$ cat src/bgp_pkg.sv
// constants shared by the two bus-shared general-purpose ports
// assumes a classic wishbone slave with 32-bit data and byte addresses
//
// Function
// (RL1) direction bit one puts the pin driver in high impedance, pin is input
// (RL2) direction bit zero drives the output latch value onto the pin
// (RL3) port h has eight pins with direction, latch and pin readback each
// (RL4) reading port h latch register returns the latch, not the pins
// (RL5) port j latch register is mapped and reads back the latch
// (RL6) port h pins 4..7 are digital or analog channels 12..15 per analog config
// (RL7) with external bus enabled, port h pins 0..3 drive address bits 16..19
// (RL8) memory bus control, not direction bits, picks port h low pin function
// (RL9) after reset port h upper pins are analog and read as zero
// (RL10) after reset port h lower pins carry the system bus address
// (RL11) lower pins sense schmitt in io mode, ttl in bus mode; upper always schmitt
// (RL12) port j has eight pins with direction, latch and pin readback each
// (RL13) port j is plain io only with bus disabled, else drives memory strobes
// (RL14) port j bit 5 stays under port control even with the bus enabled
// (RL15) an enabled peripheral may force a pin to output or input
// (RL16) peripheral overrides never alter the direction register contents
// (RL17) after reset every port j pin is a digital input; here reset enables the bus, so all but bit 5 take the memory strobe enables
// (RL18) software should preset direction bits before enabling a peripheral
// (RL19) pin register reads sampled levels, zero for analog pins
// (RL20) pins owned by the system bus take value and enable from bus logic

package bgp_pkg;

    localparam int PORT_W = 8;
    localparam int LOW_W = 4;
    localparam int CFG_W = 6;

    // register byte offsets
    localparam logic [7:0] OFF_H_DIR = 8'h00;
    localparam logic [7:0] OFF_H_PIN = 8'h04;
    localparam logic [7:0] OFF_H_LAT = 8'h08;
    localparam logic [7:0] OFF_J_DIR = 8'h0C;
    localparam logic [7:0] OFF_J_PIN = 8'h10;
    localparam logic [7:0] OFF_J_LAT = 8'h14;
    localparam logic [7:0] OFF_ACFG = 8'h18;
    localparam logic [7:0] OFF_MCON = 8'h1C;

    // values after reset
    localparam logic [7:0] RST_DIR = 8'hFF;
    localparam logic [7:0] RST_LAT = 8'h00;
    localparam logic [5:0] RST_ACFG = 6'h00;
    localparam logic [7:0] RST_MCON = 8'h00;

    // memory_bus_control layout: bit 7 external_bus_disable, wait 5:4, mode 1:0
    localparam int MCON_EXTERNAL_BUS_DISABLE_BIT = 7;
    localparam logic [7:0] MCON_MASK = 8'hB3;

    // analog_pin_config: bits 3:0 turn port h pins 4..7 digital, bits 5:4 reference
    localparam int ACFG_DIG_LSB = 0;

    // port j pin that never belongs to the memory bus
    localparam int J_FREE_BIT = 5;

    // synchroniser depth for pin inputs
    localparam int SYNC_D = 3;

endpackage : bgp_pkg

$ cat src/bgp_ports.sv
// two 8-bit general-purpose ports sharing pins with the external memory bus
// and with analog inputs; registers on a classic wishbone slave.
// assumes memory bus and peripheral signals come from logic on clk_i, pins
// come from outside and are synchronised here.
`timescale 1ns/10ps

module bgp_ports (
    // clock, reset, enable
    input wire logic clk_i,
    input wire logic rst_i,
    input wire logic ce_i,
    // wishbone slave
    input wire logic wb_cyc_i,
    input wire logic wb_stb_i,
    input wire logic wb_we_i,
    input wire logic [7:0] wb_adr_i,
    input wire logic [3:0] wb_sel_i,
    input wire logic [31:0] wb_dat_i,
    output logic [31:0] wb_dat_o,
    output logic wb_ack_o,
    // port h pins
    input wire logic [bgp_pkg::PORT_W-1:0] h_pin_i,
    output logic [bgp_pkg::PORT_W-1:0] h_pin_o,
    output logic [bgp_pkg::PORT_W-1:0] h_pin_oe_o,
    // port j pins
    input wire logic [bgp_pkg::PORT_W-1:0] j_pin_i,
    output logic [bgp_pkg::PORT_W-1:0] j_pin_o,
    output logic [bgp_pkg::PORT_W-1:0] j_pin_oe_o,
    // external memory bus logic
    input wire logic [bgp_pkg::LOW_W-1:0] high_order_address_bits_i,
    input wire logic [bgp_pkg::PORT_W-1:0] mem_strobe_i,
    input wire logic [bgp_pkg::PORT_W-1:0] mem_strobe_oe_i,
    output logic external_bus_enabled_o,
    output logic [1:0] mem_wait_o,
    output logic [1:0] mem_mode_o,
    // peripheral overrides, bits 7:0 port h, 15:8 port j
    input wire logic [2*bgp_pkg::PORT_W-1:0] periph_en_i,
    input wire logic [2*bgp_pkg::PORT_W-1:0] periph_force_out_i,
    input wire logic [2*bgp_pkg::PORT_W-1:0] periph_dat_i,
    // analog and input threshold selection
    output logic [bgp_pkg::LOW_W-1:0] analog_channels_twelve_to_fifteen_o,
    output logic [1:0] analog_ref_cfg_o,
    output logic [bgp_pkg::LOW_W-1:0] h_low_ttl_sense_o
);
    import bgp_pkg::*;

    localparam int N = 2 * PORT_W;

    // software registers
    logic [PORT_W-1:0] h_dir_r; // RL3
    logic [PORT_W-1:0] h_lat_r;
    logic [PORT_W-1:0] j_dir_r; // RL12
    logic [PORT_W-1:0] j_lat_r;
    logic [CFG_W-1:0] acfg_r;
    logic [PORT_W-1:0] mcon_r;
    // copy of the inverted disable bit, so the enable output leaves a flip-flop directly
    logic bus_en_r;

    // bus slave state
    logic ack_r;
    logic [31:0] dat_r;

    // pin synchronisers and settled levels, bits 7:0 port h, 15:8 port j
    logic [N-1:0] sync1_r;
    logic [N-1:0] sync2_r;
    logic [N-1:0] sync3_r;
    logic [N-1:0] level_r;

    // registered pin drive
    logic [N-1:0] pin_out_r;
    logic [N-1:0] pin_oe_r;
    logic [LOW_W-1:0] analog_r;
    logic [LOW_W-1:0] ttl_r;

    // ------------------------------------------------------------------
    // mode decode
    // ------------------------------------------------------------------
    wire bus_en = ~mcon_r[MCON_EXTERNAL_BUS_DISABLE_BIT]; // RL8
    wire [LOW_W-1:0] h_up_digital = acfg_r[ACFG_DIG_LSB +: LOW_W]; // RL6
    wire [LOW_W-1:0] h_up_analog = ~h_up_digital; // RL6

    // per-pin ownership: 1 where the memory bus owns the pin
    wire [N-1:0] bus_owned;
    wire [N-1:0] analog_owned;
    wire [N-1:0] dir_all = {j_dir_r, h_dir_r};
    wire [N-1:0] lat_all = {j_lat_r, h_lat_r};
    wire [N-1:0] bus_out;
    wire [N-1:0] bus_oe;
    wire [N-1:0] out_nxt;
    wire [N-1:0] oe_nxt;

    genvar gi;
    generate
        for (gi = 0; gi < N; gi++) begin : g_pin
            if (gi < LOW_W) begin : g_h_low
                assign bus_owned[gi] = bus_en; // RL7 RL10
                assign analog_owned[gi] = 1'b0;
                assign bus_out[gi] = high_order_address_bits_i[gi]; // RL7
                assign bus_oe[gi] = 1'b1; // RL7
            end else if (gi < PORT_W) begin : g_h_up
                assign bus_owned[gi] = 1'b0;
                assign analog_owned[gi] = h_up_analog[gi-LOW_W]; // RL6 RL9
                assign bus_out[gi] = 1'b0;
                assign bus_oe[gi] = 1'b0;
            end else if (gi == PORT_W + J_FREE_BIT) begin : g_j_free
                assign bus_owned[gi] = 1'b0; // RL14
                assign analog_owned[gi] = 1'b0;
                assign bus_out[gi] = 1'b0;
                assign bus_oe[gi] = 1'b0;
            end else begin : g_j_bus
                assign bus_owned[gi] = bus_en; // RL13
                assign analog_owned[gi] = 1'b0;
                assign bus_out[gi] = mem_strobe_i[gi-PORT_W]; // RL13
                assign bus_oe[gi] = mem_strobe_oe_i[gi-PORT_W]; // RL13
            end

            // priority: memory bus, then analog (enable only), then peripheral, then port
            assign out_nxt[gi] = bus_owned[gi] ? bus_out[gi] : // RL20
                                 periph_en_i[gi] ? periph_dat_i[gi] : // RL15
                                 lat_all[gi]; // RL2
            assign oe_nxt[gi] = bus_owned[gi] ? bus_oe[gi] : // RL20
                                analog_owned[gi] ? 1'b0 : // RL6
                                periph_en_i[gi] ? periph_force_out_i[gi] : // RL15
                                ~dir_all[gi]; // RL1 RL2

            // a level counts only once the second and third stages agree
            always_ff @(posedge clk_i) begin
                if (rst_i) begin
                    sync1_r[gi] <= 1'b0;
                    sync2_r[gi] <= 1'b0;
                    sync3_r[gi] <= 1'b0;
                    level_r[gi] <= 1'b0;
                end else if (ce_i) begin
                    sync1_r[gi] <= (gi < PORT_W) ? h_pin_i[gi % PORT_W] : j_pin_i[gi % PORT_W];
                    sync2_r[gi] <= sync1_r[gi];
                    sync3_r[gi] <= sync2_r[gi];
                    if (sync2_r[gi] == sync3_r[gi]) begin
                        level_r[gi] <= sync3_r[gi];
                    end
                end
            end
        end
    endgenerate

    // ------------------------------------------------------------------
    // register read and write decode
    // ------------------------------------------------------------------
    wire req = wb_cyc_i & wb_stb_i;
    wire new_req = req & ~ack_r;
    // writes land on the edge where the master samples ack
    wire wr_commit = req & ack_r & wb_we_i & wb_sel_i[0];
    wire [7:0] wr_byte = wb_dat_i[7:0];

    wire sel_h_dir = wb_adr_i == OFF_H_DIR;
    wire sel_h_pin = wb_adr_i == OFF_H_PIN;
    wire sel_h_lat = wb_adr_i == OFF_H_LAT;
    wire sel_j_dir = wb_adr_i == OFF_J_DIR;
    wire sel_j_pin = wb_adr_i == OFF_J_PIN;
    wire sel_j_lat = wb_adr_i == OFF_J_LAT;
    wire sel_acfg = wb_adr_i == OFF_ACFG;
    wire sel_mcon = wb_adr_i == OFF_MCON;

    // analog pins read as zero; pins in bus mode still show their level
    wire [PORT_W-1:0] h_pin_rd = level_r[PORT_W-1:0] &
                                 {h_up_digital, {LOW_W{1'b1}}}; // RL9 RL19
    wire [PORT_W-1:0] j_pin_rd = level_r[N-1:PORT_W]; // RL19

    wire [7:0] rd_byte =
        sel_h_dir ? h_dir_r : // RL16
        sel_h_pin ? h_pin_rd :
        sel_h_lat ? h_lat_r : // RL4
        sel_j_dir ? j_dir_r : // RL16
        sel_j_pin ? j_pin_rd :
        sel_j_lat ? j_lat_r : // RL5
        sel_acfg ? {2'b00, acfg_r} :
        sel_mcon ? (mcon_r & MCON_MASK) :
        8'h00;

    // ------------------------------------------------------------------
    // wishbone answer: ack one cycle after the request, one cycle wide
    // ------------------------------------------------------------------
    always_ff @(posedge clk_i) begin
        if (rst_i) begin
            ack_r <= 1'b0;
            dat_r <= 32'h0000_0000;
        end else if (ce_i) begin
            ack_r <= new_req;
            if (new_req) begin
                dat_r <= {24'h00_0000, rd_byte};
            end
        end
    end

    // ------------------------------------------------------------------
    // software registers; the pin register write lands in the latch
    // ------------------------------------------------------------------
    always_ff @(posedge clk_i) begin
        if (rst_i) begin
            h_dir_r <= RST_DIR;
            h_lat_r <= RST_LAT;
            j_dir_r <= RST_DIR; // RL17
            j_lat_r <= RST_LAT;
            acfg_r <= RST_ACFG; // RL9
            mcon_r <= RST_MCON; // RL10
            bus_en_r <= ~RST_MCON[MCON_EXTERNAL_BUS_DISABLE_BIT]; // RL10
        end else if (ce_i && wr_commit) begin
            if (sel_h_dir) begin
                h_dir_r <= wr_byte; // RL16
            end
            if (sel_h_pin || sel_h_lat) begin
                h_lat_r <= wr_byte; // RL4
            end
            if (sel_j_dir) begin
                j_dir_r <= wr_byte; // RL16
            end
            if (sel_j_pin || sel_j_lat) begin
                j_lat_r <= wr_byte; // RL5
            end
            if (sel_acfg) begin
                acfg_r <= wr_byte[CFG_W-1:0];
            end
            if (sel_mcon) begin
                mcon_r <= wr_byte & MCON_MASK;
                bus_en_r <= ~wr_byte[MCON_EXTERNAL_BUS_DISABLE_BIT]; // RL8
            end
        end
    end

    // ------------------------------------------------------------------
    // pin drive and sense selection, registered so outputs are glitch free
    // ------------------------------------------------------------------
    always_ff @(posedge clk_i) begin
        if (rst_i) begin
            pin_out_r <= '0;
            pin_oe_r <= '0; // RL17
            analog_r <= {LOW_W{1'b1}}; // RL9
            ttl_r <= {LOW_W{1'b1}}; // RL10 RL11
        end else if (ce_i) begin
            pin_out_r <= out_nxt;
            pin_oe_r <= oe_nxt;
            analog_r <= h_up_analog; // RL6
            ttl_r <= {LOW_W{bus_en}}; // RL11
        end
    end

    assign wb_ack_o = ack_r;
    assign wb_dat_o = dat_r;
    assign h_pin_o = pin_out_r[PORT_W-1:0];
    assign h_pin_oe_o = pin_oe_r[PORT_W-1:0];
    assign j_pin_o = pin_out_r[N-1:PORT_W];
    assign j_pin_oe_o = pin_oe_r[N-1:PORT_W];
    assign analog_channels_twelve_to_fifteen_o = analog_r;
    assign h_low_ttl_sense_o = ttl_r;
    assign external_bus_enabled_o = bus_en_r;
    assign mem_wait_o = mcon_r[5:4];
    assign mem_mode_o = mcon_r[1:0];
    assign analog_ref_cfg_o = acfg_r[5:4];

endmodule : bgp_ports

$ cat config.mk
export PLATFORM = sky130hd
export DESIGN_NAME = bgp_ports
export DESIGN_NICKNAME = d
export VERILOG_FILES = /design/src/bgp_pkg.sv /design/src/bgp_ports.sv
export SDC_FILE = /design/constraint.sdc
export NUM_CORES = 1
export LEC_CHECK = 0
export BUFFER_PORTS_ARGS = -buffer_cell sky130_fd_sc_hd__buf_2
export CAP_MARGIN = 20
export CORE_UTILIZATION = 52
export DETAILED_ROUTE_END_ITERATION = 10
export PLACE_DENSITY = 0.88
export SYNTH_ARGS = -nofsm -noshare
export SYNTH_HDL_FRONTEND = slang
export SYNTH_SLANG_ARGS = --single-unit
$ cat constraint.sdc
create_clock -name clk_i -period 1.9 [get_ports clk_i]
set_input_delay 0.095 -clock clk_i [delete_from_list [all_inputs] [get_ports clk_i]]
set_output_delay 0.095 -clock clk_i [all_outputs]
set_load 0.02 [all_outputs]
### After elaboration in Yosys (flattened, before gate mapping)

Index checks and enable logic that the tools add are counted.

* equal/unequal tests: 23
* muxes and demuxes: 66
* bitwise gates (word level): 26
* reduce and logical (&&, ||, !) cells: 27

Operators by type and width (number)
* two-way mux 8 bit: 8
* two-way mux 1 bit: 58
* AND reduction 2 bit: 23
* == test 8 x 5 -> 1 bit, second input constant: 4
* NOT 1 bit: 19
* == test 1 bit: 16
* == test 8 x 4 -> 1 bit, second input constant: 2
* AND 8 bit: 1
* == test 8 x 3 -> 1 bit, second input constant: 1
* logical NOT 8 bit: 1
* AND 1 bit: 5
* NOT 4 bit: 1
* logical OR 1 bit: 2
* logical AND 1 bit: 1

* bits in registers: 154
* input port bits: 134
* output and inout bits: 80
* word-level logic and storage cells: 219

### Longest topological paths before layout

Gate-level depths: netlist of the first run.

* depth after elaboration: 9
* gate-level depth with buffers: 7
* depth with buffers taken out: 4

### Least setup slack after synthesis of the first run

OpenSTA, ideal clock, no wires.

* path kind: reg2reg
* from: register ack_r, in the netlist wb_ack_o
* to: register bus_en_r, in the netlist external_bus_enabled_o
* setup time: 123 ps
* arrival: 1720 ps
* data required time: 1777 ps
* slack: 57 ps
* cell stages (with the launch flop): 6
* path buffers: 1
* clock period less this slack: 1843 ps
* cells stage by stage: dfxtp_1 and3_1 nand2_1 or3_1 buf_2 mux2_1

* longest elaborated chain between the ends: 5

Ends and longest elaborated chain
* from (decl): line bgp_ports.sv:60 `logic ack_r;`
* from (signal assigned): line bgp_ports.sv:187 `ack_r <= new_req;`
* AND 1 bit (3 in series): line bgp_ports.sv:151 `wire wr_commit = req & ack_r & wb_we_i & wb_sel_i[0];`
* logical AND 1 bit: line bgp_ports.sv:206 `end else if (ce_i && wr_commit) begin`
* AND reduction 2 bit (no source line)
* to (signal assigned): line bgp_ports.sv:205 `bus_en_r <= ~RST_MCON[MCON_EXTERNAL_BUS_DISABLE_BIT];`
* to (signal assigned): line bgp_ports.sv:224 `bus_en_r <= ~wr_byte[MCON_EXTERNAL_BUS_DISABLE_BIT];`
* to (decl): line bgp_ports.sv:57 `logic bus_en_r;`

No other way between the ends.
A chain may end at the register's enable or synchronous reset.

### Final worst setup path of the first run

* from: register ack_r, in the netlist wb_ack_o
* to: register acfg_r[0]

* longest elaborated chain between the ends: 5

Ends and longest elaborated chain
* AND 1 bit (3 in series): line bgp_ports.sv:151
* logical AND 1 bit: line bgp_ports.sv:206
* AND reduction 2 bit (no source line)
* to (signal assigned): line bgp_ports.sv:220 `acfg_r <= wr_byte[CFG_W-1:0];`
* to (decl): line bgp_ports.sv:54 `logic [CFG_W-1:0] acfg_r;`

No other way between the ends.

==> metrics.yaml, run 1 <==
timing:
  slew-limit-headroom_pct: 39.8
  drv_slew: 0
  skew_ps: 4.98
  tns_ps: 0
  finalHoldViolations: 0
  worst_slack_ps: 182
  clock.fmax_mhz: 582
  rsz0062_at_grt: "no"
  period_needed_ps: 1720
  worstMarginPinSlew_ps: 903
  finalCritPeriodShare_pct: 90.4
  final-setup-viol-count: 0
die:
  initial_core_util_pct: 53.3
  die_area_sq_um: 14100
  die_w_um: 119
  die_h_um: 119
  io_pins: 214
  placementRows: 42
  core_area_sq_um: 13200
clocking:
  clock_latency_ps: 420
  root_buffer: "clkbuf_16"
  cts_tree: "built"
  cts_setup_buffers: 0
  cts_resized: 0
  clkTransAtPathRegs_ps: 60
  numCtsBuffers: 17
  cts-htree-levels: 4
  cts.sinks: 154
  clockBufferDepth: 2
logic_synthesis:
  synth_edf_count: 0
  netlist_area_sq_um: 7060
  synth_top_family_by_area: "compound AO/OA/AOI/OAI gates"
  synth_top_flop_cell: "dfxtp_1"
  synth.area.mux_share_pct: 14.2
  synthCells: 779
  ys_types: 57
  syn_area_per_cell_sq_um: 9.07
  synth_compound_area_share_pct: 17.8
  synthAdderAreaFrac_pct: 0
  synth_xor_area_share_pct: 0.124
  ys_seq_area_share_pct: 43.6
  yosys_warnings: 0
  yosys.area_share.simple_pct: 17.1
  ys_seq_elements: 154
  async_reset_ff_share_pct: 0
worst_setup_path:
  cpMaxStageDelayCell: "or3_1"
  worstPathArrival_ps: 2010
  cp_cell_sequence: "and3_1 > nand2_1 > or3_1 > mux2i_1"
  critPathCaptureType: "register"
  worstPathRequired_ps: 2190
  crit_fanout: 6
  crit_path_start_kind: "register"
  path_class: "reg -> reg"
  critical-path-max-stage-delay_ps: 610
placed_design:
  pre_cts_slack_ps: 106
  placedInstanceArea_sq_um: 7870
  dp_hpwl_mm: 13.6
  portBuffers: 160
  gp_congestion: 0.913
pwr:
  power.total_mw: 7.56
  pwr-share-comb_pct: 9.5
  p_clk_share_pct: 46.2
  p_switching_mw: 1.71
  p_int_mw: 5.85
  swShare_pct: 22.6
  seq_power_share_pct: 44.3
  vdd_drop_max_v: 0.000646
  p_per_area_nw_per_um2: 861
  leakage_nw: 3.95
global_routing:
  grt_start_max_net_pins: 68
  grt_usage_pct: 27.9
  antenna_found_initial: 0
  grt_pass1_vias: 5893
  grt_overflow_total: 0
  grt_pass1_wl_mm: 30.3
finish:
  n_antenna_cell: 0
  drive_above_1_share_pct: 23.6
  final_cell_mix: "158 x buf_2, 154 x dfxtp_1, 88 x mux2i_1, 88 x nor2_1, 55 x nand2_1"
  nNetsFinal: 1078
  areaGrowthSynthToFinish_pct: 24.3
  postLayoutCellArea_sq_um: 8780
  layout.cells.most_common: "buf_2"
routing:
  firstDrtPassIters: 7
  drt_iter0_drc: 492
  detail_route.vias_per_cell: 5.61
  routed_wl_mm: 19.3
  detail-route-antenna-nets: 0
  wire_per_inst_um: 17.1
  num_vias: 6354
  drc: 0
status:
  status: "finished, final reports clean"
worst_hold_path:
  hold_path.class: "in -> reg"
job:
  max_cap_violations: 0
state kept, by name (all words and copies together), names as in the netlist, 8 cells and up:
register   flops
sync3_r       16
sync2_r       16
pin_oe_r      16
sync1_r       16
j_dir_r        8
h_dir_r        8
j_pin_rd       8
j_lat_r        8
wb_dat_o       8
h_lat_r        8
level_r        8
pin_out_r     16
cells by family after synthesis:
family | count (synthesis)
flip-flops | 154
AND/OR/NAND/NOR | 239
AO/OA/AOI/OAI | 197
other | 1
buffers and inverters | 93
multiplexers | 94
XOR/XNOR | 1
cell usage after synthesis, types with 2 or more instances:
library cell  count  share of area, %
nor3b_1           2              0.21
nor3_2            2              0.28
inv_1             6              0.32
a2bb2oi_1         2              0.25
buf_4            34               3.6
nor3_4            2              0.46
or3_1             4              0.35
and3_1           11              0.97
nand3b_1          2              0.21
o22ai_1           8              0.71
mux4_2            5               1.6
buf_1             3              0.16
o32ai_1           2              0.25
o211ai_1         14               1.5
o21ai_1           9              0.64
o21ai_0          41               2.9
nand2b_1         35               3.1
a22oi_1           4              0.43
a21boi_1          8              0.85
mux2i_1          88                12
a21o_1           16               1.7
clkbuf_1         40               2.1
nor2_1           88               4.7
a211oi_1         18               1.9
nor2b_1           3              0.27
buf_6             2              0.32
dfxtp_1         154                44
buf_2             8              0.57
a21oi_1          49               3.5
nand2_1          55               2.9
a31oi_1           2              0.18
a32oi_1           2              0.25
nor4_1            4              0.35
nand3_1          17               1.2
a211o_1          16               2.0
or2_2             2              0.18
path summary, 6_finish.rpt:
kind | startpoint | end | slack [ps] | cells after the start
min | periph_dat_i[6] | pin_out_r[6]$_SDFFE_PP0P_ | 10 | 3
min reg2reg | sync3_r[6]$_SDFFE_PP0P_ | level_r[6]$_SDFFE_PP0P_ | 460 | 2
max | wb_ack_o$_SDFFE_PP0P_ | acfg_r[0]$_SDFFE_PP0P_ | 180 | 4
max reg2reg | wb_ack_o$_SDFFE_PP0P_ | acfg_r[0]$_SDFFE_PP0P_ | 180 | 4
final cells by class:
type | count | area [sq um]
clock inverters | 9 | 145
clock buffers | 22 | 464
flip-flops and latches | 154 | 3080
well taps | 176 | 220
fillers | 1035 | 4460
multi-input cells | 555 | 3560
repair buffers | 210 | 1280
inverters | 6 | 22.5
power by group through the flow:
stage / combinational (mW) / clock (mW) / sequential (mW)
floorplan: 0.403 / 0 / 3.45
global placement: 0.648 / 0 / 3.41
global route: 0.778 / 3.70 / 3.35
detailed placement: 0.659 / 0 / 3.42
CTS: 0.712 / 3.54 / 3.35
finish: 0.719 / 3.50 / 3.35
per-layer routing:
| metal | up-vias | global-route usage [%] | share of wire [%] |
|---|---|---|---|
| met5 | - | 0 | 0 |
| met4 | 0 | 15.7 | 4.2 |
| met1 | 2952 | 32.6 | 40 |
| met2 | 310 | 45.7 | 47 |
| met3 | 49 | 8.30 | 8.7 |
| li1 | 3043 | - | - |
through the flow:
| step | hold slack (ps) | utilization (%) | std cells |
|---|---|---|---|
| 6_report | 14.6 | 66.3 | 1132 |
| 5_1_grt | 15.2 | 66.3 | 1132 |
| 4_1_cts | 2.16 | 66.3 | 1132 |
| 3_5_place_dp | 339 | 59.4 | 1071 |
| 3_3_place_gp | 327 | 59.4 | 1071 |
| 2_1_floorplan | 213 | - | 802 |
worst max-delay path: cells and delay by family, from the launching register on:
| family | cells | cell delay [ps] |
|---|---|---|
| flip-flops | 1 | 380 |
| multiplexers | 1 | 180 |
| AND/OR/NAND/NOR | 3 | 1010 |
timing repair:
item | CTS | global route
hold buffers | 30 | 0
endpoints found under the setup margin | 0 | 0
hold endpoints to repair | 39 | 0
(Power assumes the default switching activity.)
==> run 2: changes to the inputs <==
--- a/config.mk
+++ b/config.mk
@@ -7,9 +7,9 @@
 export LEC_CHECK = 0
 export BUFFER_PORTS_ARGS = -buffer_cell sky130_fd_sc_hd__buf_2
 export CAP_MARGIN = 20
-export CORE_UTILIZATION = 52
+export CORE_UTILIZATION = 47
 export DETAILED_ROUTE_END_ITERATION = 10
-export PLACE_DENSITY = 0.88
+export PLACE_DENSITY = 0.84
 export SYNTH_ARGS = -nofsm -noshare
 export SYNTH_HDL_FRONTEND = slang
 export SYNTH_SLANG_ARGS = --single-unit
==> constraint.sdc (replaced) <==
create_clock -name clk_i -period 1.4 [get_ports clk_i]
set_input_delay 0.07 -clock clk_i [delete_from_list [all_inputs] [get_ports clk_i]]
set_output_delay 0.07 -clock clk_i [all_outputs]
set_load 0.02 [all_outputs]
==> metrics.yaml, run 2 (synthesis gave the netlist of run 1 again) <==
finish:
  layout.cells.most_common: "buf_2"  # unchanged
  utilization_pct: 64.0  # was 66.3%
  postLayoutCellArea_sq_um: 9340  # was 8780 sq um
  drive_above_1_share_pct: 28.1  # was 23.6%
  nNetsFinal: 1120  # was 1078
  areaGrowthSynthToFinish_pct: 32.2  # was 24.3%
  final_cell_mix: "158 x buf_2, 153 x dfxtp_1, 88 x mux2i_1, 86 x nor2_1, 54 x nand2_1"  # was 158 x buf_2, 154 x dfxtp_1, 88 x mux2i_1, 88 x nor2_1, 55 x nand2_1
routing:
  num_vias: 6561  # was 6354
  detail_route.vias_per_cell: 5.54  # was 5.61
  drt_iter0_drc: 472  # was 492
  firstDrtPassIters: 5  # was 7
  detail-route-antenna-nets: 0  # unchanged
  routed_wl_mm: 21.0  # was 19.3 mm
  drc: 0  # unchanged
  wire_per_inst_um: 17.7  # was 17.1 um
placed_design:
  placedInstanceArea_sq_um: 8220  # was 7870 sq um
  pre_cts_slack_ps: -267  # was 106 ps
  gp_congestion: 0.966  # was 0.913
  portBuffers: 160  # unchanged
  dp_hpwl_mm: 14.7  # was 13.6 mm
die:
  io_pins: 214  # unchanged
  initial_core_util_pct: 48.4  # was 53.3%
  die_h_um: 125  # was 119 um
  core_area_sq_um: 14600  # was 13200 sq um
  placementRows: 44  # was 42
  die_w_um: 125  # was 119 um
  die_area_sq_um: 15500  # was 14100 sq um
worst_setup_path:
  worstPathArrival_ps: 1720  # was 2010 ps
  cp_cell_sequence: "and3_4 > nand2_4 > or3_4 > mux2_4"  # was and3_1 > nand2_1 > or3_1 > mux2i_1
  path_class: "reg -> reg"  # unchanged
  worstPathRequired_ps: 1720  # was 2190 ps
  cpMaxStageDelayCell: "or3_4"  # was or3_1
  critPathCaptureType: "register"  # unchanged
  crit_family: "simple AND/OR/NAND/NOR gates"  # unchanged
  crit_buf_inv: 0  # unchanged
  critical-path-max-stage-delay_ps: 360  # was 610 ps
  crit_fanout: 4  # was 6
  crit_path_start_kind: "register"  # unchanged
timing:
  skew_ps: 8.52  # was 4.98 ps
  finalCritPeriodShare_pct: 100  # was 90.4%
  rsz0062_at_grt: "yes"  # was no
  final-setup-viol-count: 1  # was 0
  drv_slew: 0  # unchanged
  finalHoldViolations: 0  # unchanged
  hold_ws_ps: 3.65  # was 14.6 ps
  period_needed_ps: 1400  # was 1720 ps
  worst_slack_ps: -2.60  # was 182 ps
  clock.fmax_mhz: 713  # was 582 MHz
status:
  failed_checks: "setup timing"
  status: "finished with violations"  # was finished, final reports clean
global_routing:
  grt_overflow_total: 0  # unchanged
  grt_usage_pct: 26.9  # was 27.9%
  grt_pass1_wl_mm: 32.5  # was 30.3 mm
  grt_pass1_vias: 6235  # was 5893
  grt_start_max_net_pins: 63  # was 68
  antenna_found_initial: 0  # unchanged
clocking:
  clockBufferDepth: 2  # unchanged
  clkTransAtPathRegs_ps: 60  # about the same
  root_buffer: "clkbuf_16"  # unchanged
  numCtsBuffers: 17  # unchanged
  cts.sinks: 154  # unchanged
  cts_tree: "built"  # unchanged
  cts-htree-levels: 4  # unchanged
  clock_latency_ps: 430  # was 420 ps
worst_hold_path:
  hold_path.class: "in -> reg"  # unchanged
pwr:
  vdd_drop_max_v: 0.000939  # was 0.000646 V
  power.total_mw: 10.6  # was 7.56 mW
  p_per_area_nw_per_um2: 1140  # was 861 nW/um^2
  leakage_nw: 4.24  # was 3.95 nW
job:
  max_cap_violations: 0  # unchanged
-- run 2: cell types whose count changed in the layout (fill, tap and decap cells not counted), sizes merged --
cell         previous run  this run
buf                   180       215
bufinv                  4         5
clkbuf                 22        19
clkinv                  5         6
clkinvlp                0         2
diode                   0         1
dlygate4sd3            30        37
-- run 2: worst register-to-register path: cells and delay by family (launching register included) --
kind | cells | cell delay (ps)
flip-flops | 1 | 350
multiplexers | 1 | 300
AND/OR/NAND/NOR | 3 | 640
-- run 2: worst paths after layout --
check,startpoint,endpoint,slack (ps),depth (start not counted)
setup reg to reg,wb_ack_o$_SDFFE_PP0P_,external_bus_enabled_o$_SDFFE_PP1P_,-3,4
hold reg to reg,sync3_r[7]$_SDFFE_PP0P_,level_r[7]$_SDFFE_PP0P_,460,2
hold / removal,wb_adr_i[5],wb_dat_o[2]$_SDFFE_PP0P_,4,4
setup / recovery,wb_ack_o$_SDFFE_PP0P_,external_bus_enabled_o$_SDFFE_PP1P_,-3,4
-- run 2: routing by layer --
layer	wire, um	vias to the layer above	GRT usage (%)
met5	0	-	0
met4	746	0	12.5
met3	1600	52	6.96
met2	9990	284	44.7
met1	8620	3088	32.4
li1	-	3137	-
-- run 2: metrics by stage --
stage          TNS [ps]  instances
2_1_floorplan     -1480        802
5_1_grt            -281       1183
6_report          -2.60       1184
4_1_cts               0       1181
3_5_place_dp      -7590       1112
3_3_place_gp      -6010       1112
-- run 2: timing repair --
item	CTS	global route
endpoints found under the setup margin	11	30
resized for setup	1	22
hold buffers	37	0
gates cloned	0	1
hold endpoints to repair	46	0
buffers inserted	0	1
pin swaps	2	5
-- run 2: area by class of cell --
type                       instances  area, sq um
antenna                            1         2.50
clock buffer                      19          443
clock inverter                    13          199
fill                            1138         5250
inverter                           6         22.5
multi-input combinational        555         3650
sequential                       154         3090
tap                              184          230
timing repair buffer             252         1710
-- run 2: report_power, final --
group          switching [mW]  leakage [nW]  total (mW)  internal, mW
Sequential             0.0578          1.25        4.54          4.48
Clock                    1.79         0.313        4.98          3.19
Combinational           0.609          2.68        1.08         0.475
==> run 3: changes to the inputs <==
--- a/config.mk
+++ b/config.mk
@@ -5,11 +5,13 @@
 export SDC_FILE = /design/constraint.sdc
 export NUM_CORES = 1
 export LEC_CHECK = 0
+export ABC_AREA = 1
 export BUFFER_PORTS_ARGS = -buffer_cell sky130_fd_sc_hd__buf_2
 export CAP_MARGIN = 20
-export CORE_UTILIZATION = 47
+export CORE_UTILIZATION = 40
 export DETAILED_ROUTE_END_ITERATION = 10
-export PLACE_DENSITY = 0.84
+export GPL_TIMING_DRIVEN = 0
+export PLACE_DENSITY = 0.75
 export SYNTH_ARGS = -nofsm -noshare
 export SYNTH_HDL_FRONTEND = slang
 export SYNTH_SLANG_ARGS = --single-unit
==> metrics.yaml, run 3 <==
die:
  die_h_um: 132  # was 125 um
  initial_core_util_pct: 41.0  # was 48.4%
  core_area_sq_um: 16600  # was 14600 sq um
  die_area_sq_um: 17500  # was 15500 sq um
  die_w_um: 132  # was 125 um
  placementRows: 47  # was 44
  io_pins: 214  # unchanged
clocking:
  root_buffer: "clkbuf_16"  # unchanged
  clock_latency_ps: 430  # about the same
  clockBufferDepth: 2  # unchanged
  cts_tree: "built"  # unchanged
  cts.sinks: 154  # unchanged
  cts-htree-levels: 4  # unchanged
  clkTransAtPathRegs_ps: 70  # was 60 ps
  numCtsBuffers: 17  # unchanged
placed_design:
  gp_congestion: 0.935  # was 0.966
  placed_cells: 1321  # was 1112
  dp_hpwl_mm: 16.3  # was 14.7 mm
  pre_cts_slack_ps: -205  # was -267 ps
  portBuffers: 158  # was 160
timing:
  hold_ws_ps: 13.6  # was 3.65 ps
  finalCritPeriodShare_pct: 104  # was 100%
  worstMarginPinSlew_ps: 832
  slew-limit-headroom_pct: 44.5
  finalHoldViolations: 0  # unchanged
  worst_slack_ps: -54.7  # was -2.60 ps
  final-setup-viol-count: 10  # was 1
  drv_slew: 0  # unchanged
  skew_ps: 7.42  # was 8.52 ps
  rsz0062_at_grt: "yes"  # unchanged
  period_needed_ps: 1450  # was 1400 ps
  clock.fmax_mhz: 687  # was 713 MHz
routing:
  detail-route-antenna-nets: 0  # unchanged
  num_vias: 7480  # was 6561
  drc: 0  # unchanged
  drt_iter0_drc: 679  # was 472
  firstDrtPassIters: 5  # unchanged
  detail_route.vias_per_cell: 5.19  # was 5.54
  routed_wl_mm: 23.9  # was 21.0 mm
  wire_per_inst_um: 16.6  # was 17.7 um
global_routing:
  grt_pass1_vias: 6979  # was 6235
  grt_usage_pct: 26.7  # was 26.9%
  grt_overflow_total: 0  # unchanged
  grt_start_max_net_pins: 17  # was 63
  antenna_found_initial: 0  # unchanged
  grt_pass1_wl_mm: 36.3  # was 32.5 mm
worst_setup_path:
  r2r_setup_slack_ps: -50  # was -3 ps
  crit_path_end: "j_dir_r[4]$_SDFFE_PP1P_"  # was external_bus_enabled_o$_SDFFE_PP1P_
  path_class: "reg -> reg"  # unchanged
  critPathCaptureType: "register"  # unchanged
  r2r-end: "j_dir_r[4]$_SDFFE_PP1P_"  # was external_bus_enabled_o$_SDFFE_PP1P_
  worstPathArrival_ps: 1810  # was 1720 ps
  cp-startpoint: "wb_ack_o$_SDFFE_PP0P_"  # unchanged
  worstPathRequired_ps: 1760  # was 1720 ps
  r2r-start: "wb_ack_o$_SDFFE_PP0P_"  # unchanged
  worstRegToRegCells: 8  # was 4
  crit_path_start_kind: "register"  # unchanged
  crit_fanout: 8  # was 4
logic_synthesis:
  ys_seq_elements: 154  # unchanged
  netlist_area_sq_um: 6800  # was 7060 sq um
  async_reset_ff_share_pct: 0  # unchanged
  ys_types: 33  # was 57
  synth_xor_area_share_pct: 0  # was 0.124%
  synthAdderAreaFrac_pct: 0  # unchanged
  synthCells: 920  # was 779
  synth_common_cells: "177 x nand2_1, 154 x dfxtp_1, 107 x nor2_1, 94 x o21ai_0, 79 x a21oi_1"  # was 154 x dfxtp_1, 88 x mux2i_1, 88 x nor2_1, 55 x nand2_1, 49 x a21oi_1
  synth_area_leaders: "dfxtp_1 45%, nand2_1 9.8%, o21ai_0 6.9%"  # was dfxtp_1 44%, mux2i_1 12%, nor2_1 4.7%
  yosys.area_share.simple_pct: 24.4  # was 17.1%
  synth_edf_count: 0  # unchanged
  synth_top_flop_cell: "dfxtp_1"  # unchanged
  synth.area.mux_share_pct: 0  # was 14.2%
  yosysTopAreaCellShare_pct: 45.3  # was 43.6%
  synth_top_family_by_area: "simple AND/OR/NAND/NOR gates"  # was compound AO/OA/AOI/OAI gates
  ys_seq_area_share_pct: 45.3  # was 43.6%
  synth_compound_area_share_pct: 19.7  # was 17.8%
  yosys_warnings: 0  # unchanged
  syn_area_per_cell_sq_um: 7.39  # was 9.07 sq um
  yosysTopAreaCell: "dfxtp_1"  # unchanged
  synth.most_common_cell: "nand2_1"  # was dfxtp_1
status:
  failed_checks: "setup timing"  # unchanged
  status: "finished with violations"  # unchanged
pwr:
  p_per_area_nw_per_um2: 1080  # was 1140 nW/um^2
  leakage_nw: 4.21  # was 4.24 nW
  vdd_drop_max_v: 0.000878  # was 0.000939 V
  power.total_mw: 10.4  # was 10.6 mW
finish:
  stdcell_count: 1442  # was 1184
  nNetsFinal: 1343  # was 1120
  final_cell_mix: "163 x nand2_1, 163 x buf_2, 152 x dfxtp_1, 106 x nor2_1, 94 x o21ai_0"  # was 158 x buf_2, 153 x dfxtp_1, 88 x mux2i_1, 86 x nor2_1, 54 x nand2_1
  n_antenna_cell: 0  # was 1
  drive_above_1_share_pct: 25.9  # was 28.1%
  areaGrowthSynthToFinish_pct: 41.5  # was 32.2%
worst_hold_path:
  hold_path.class: "in -> reg"  # unchanged
job:
  max_cap_violations: 0  # unchanged
## run 3: cell types whose count changed in the layout (fill, tap and decap cells not counted), sizes merged, moves of 43 or more
cell,delta
o21ai,+53
nand2,+129
nand3,+43
inv,+61
dlygate4sd3,+45
mux2i,-88
## run 3: through the flow
step / utilization [%] / area (sq um) / setup TNS, ps
after global routing: 58.0 / 9620 / -1170
after global placement: 48.0 / 7960 / -5570
after floorplan: - / 6900 / 0
final: 58.0 / 9620 / -244
after CTS: 56.8 / 9420 / 0
after detailed placement: 48.0 / 7960 / -5510
## run 3: per-layer routing
layer	global-route usage, %	vias to the layer above	wire length (um)
met3	5.02	53	2050
li1	-	3584	-
met2	44.2	404	11300
met1	33.8	3439	9820
met4	11.8	0	704
met5	0	-	0
## run 3: worst max-delay path, stage by stage (launching register included)
cell	delay, ps
dfxtp_4	390
and3_4	200
nand3_4	140
inv_8	130
buf_8	140
nand2_8	100
clkinv_8	130
nand2_2	60
nand3_1	80
## run 3: worst min-delay path by stage
stage,from,to,depth (start not counted)
after floorplan,wb_dat_i[0],j_dir_r[0]$_SDFFE_PP1P_,2
after global routing,periph_dat_i[11],pin_out_r[11]$_SDFFE_PP0P_,3
after CTS,periph_dat_i[11],pin_out_r[11]$_SDFFE_PP0P_,3
after global placement,j_pin_i[1],sync1_r[9]$_SDFFE_PP0P_,3
final,periph_dat_i[11],pin_out_r[11]$_SDFFE_PP0P_,3
after detailed placement,j_pin_i[3],sync1_r[11]$_SDFFE_PP0P_,3
## run 3: cells by family after synthesis
family / after synthesis
and+or+nand+nor: 376
AOI/OAI and AO/OA: 241
buffers and inverters: 148
other: 1
DFF: 154
## run 3: area by class of cell
cell class / count / area [sq um]
fillers: 1519 / 6960
clock buffers: 19 / 453
well taps: 220 / 275
clock inverters: 13 / 141
multi-input cells: 642 / 3240
inverters: 68 / 279
flip-flops and latches: 154 / 3090
plain buffers: 79 / 469
repair buffers: 247 / 1670
## run 3: where the power goes
| part | internal [mW] | total [mW] | switching (mW) |
|---|---|---|---|
| Clock | 2.73 | 4.64 | 1.91 |
| Sequential | 4.52 | 4.59 | 0.0756 |
| Combinational | 0.499 | 1.19 | 0.692 |
| Total | 7.75 | 10.4 | 2.68 |
## run 3: timing repair
action,4_1_cts,5_1_grt
hold buffers,83,0
pin swaps,0,14
cloned,0,2
resized for setup,8,49
endpoints found under the hold margin,73,0
setup endpoints to repair,31,32
buffers inserted,2,4
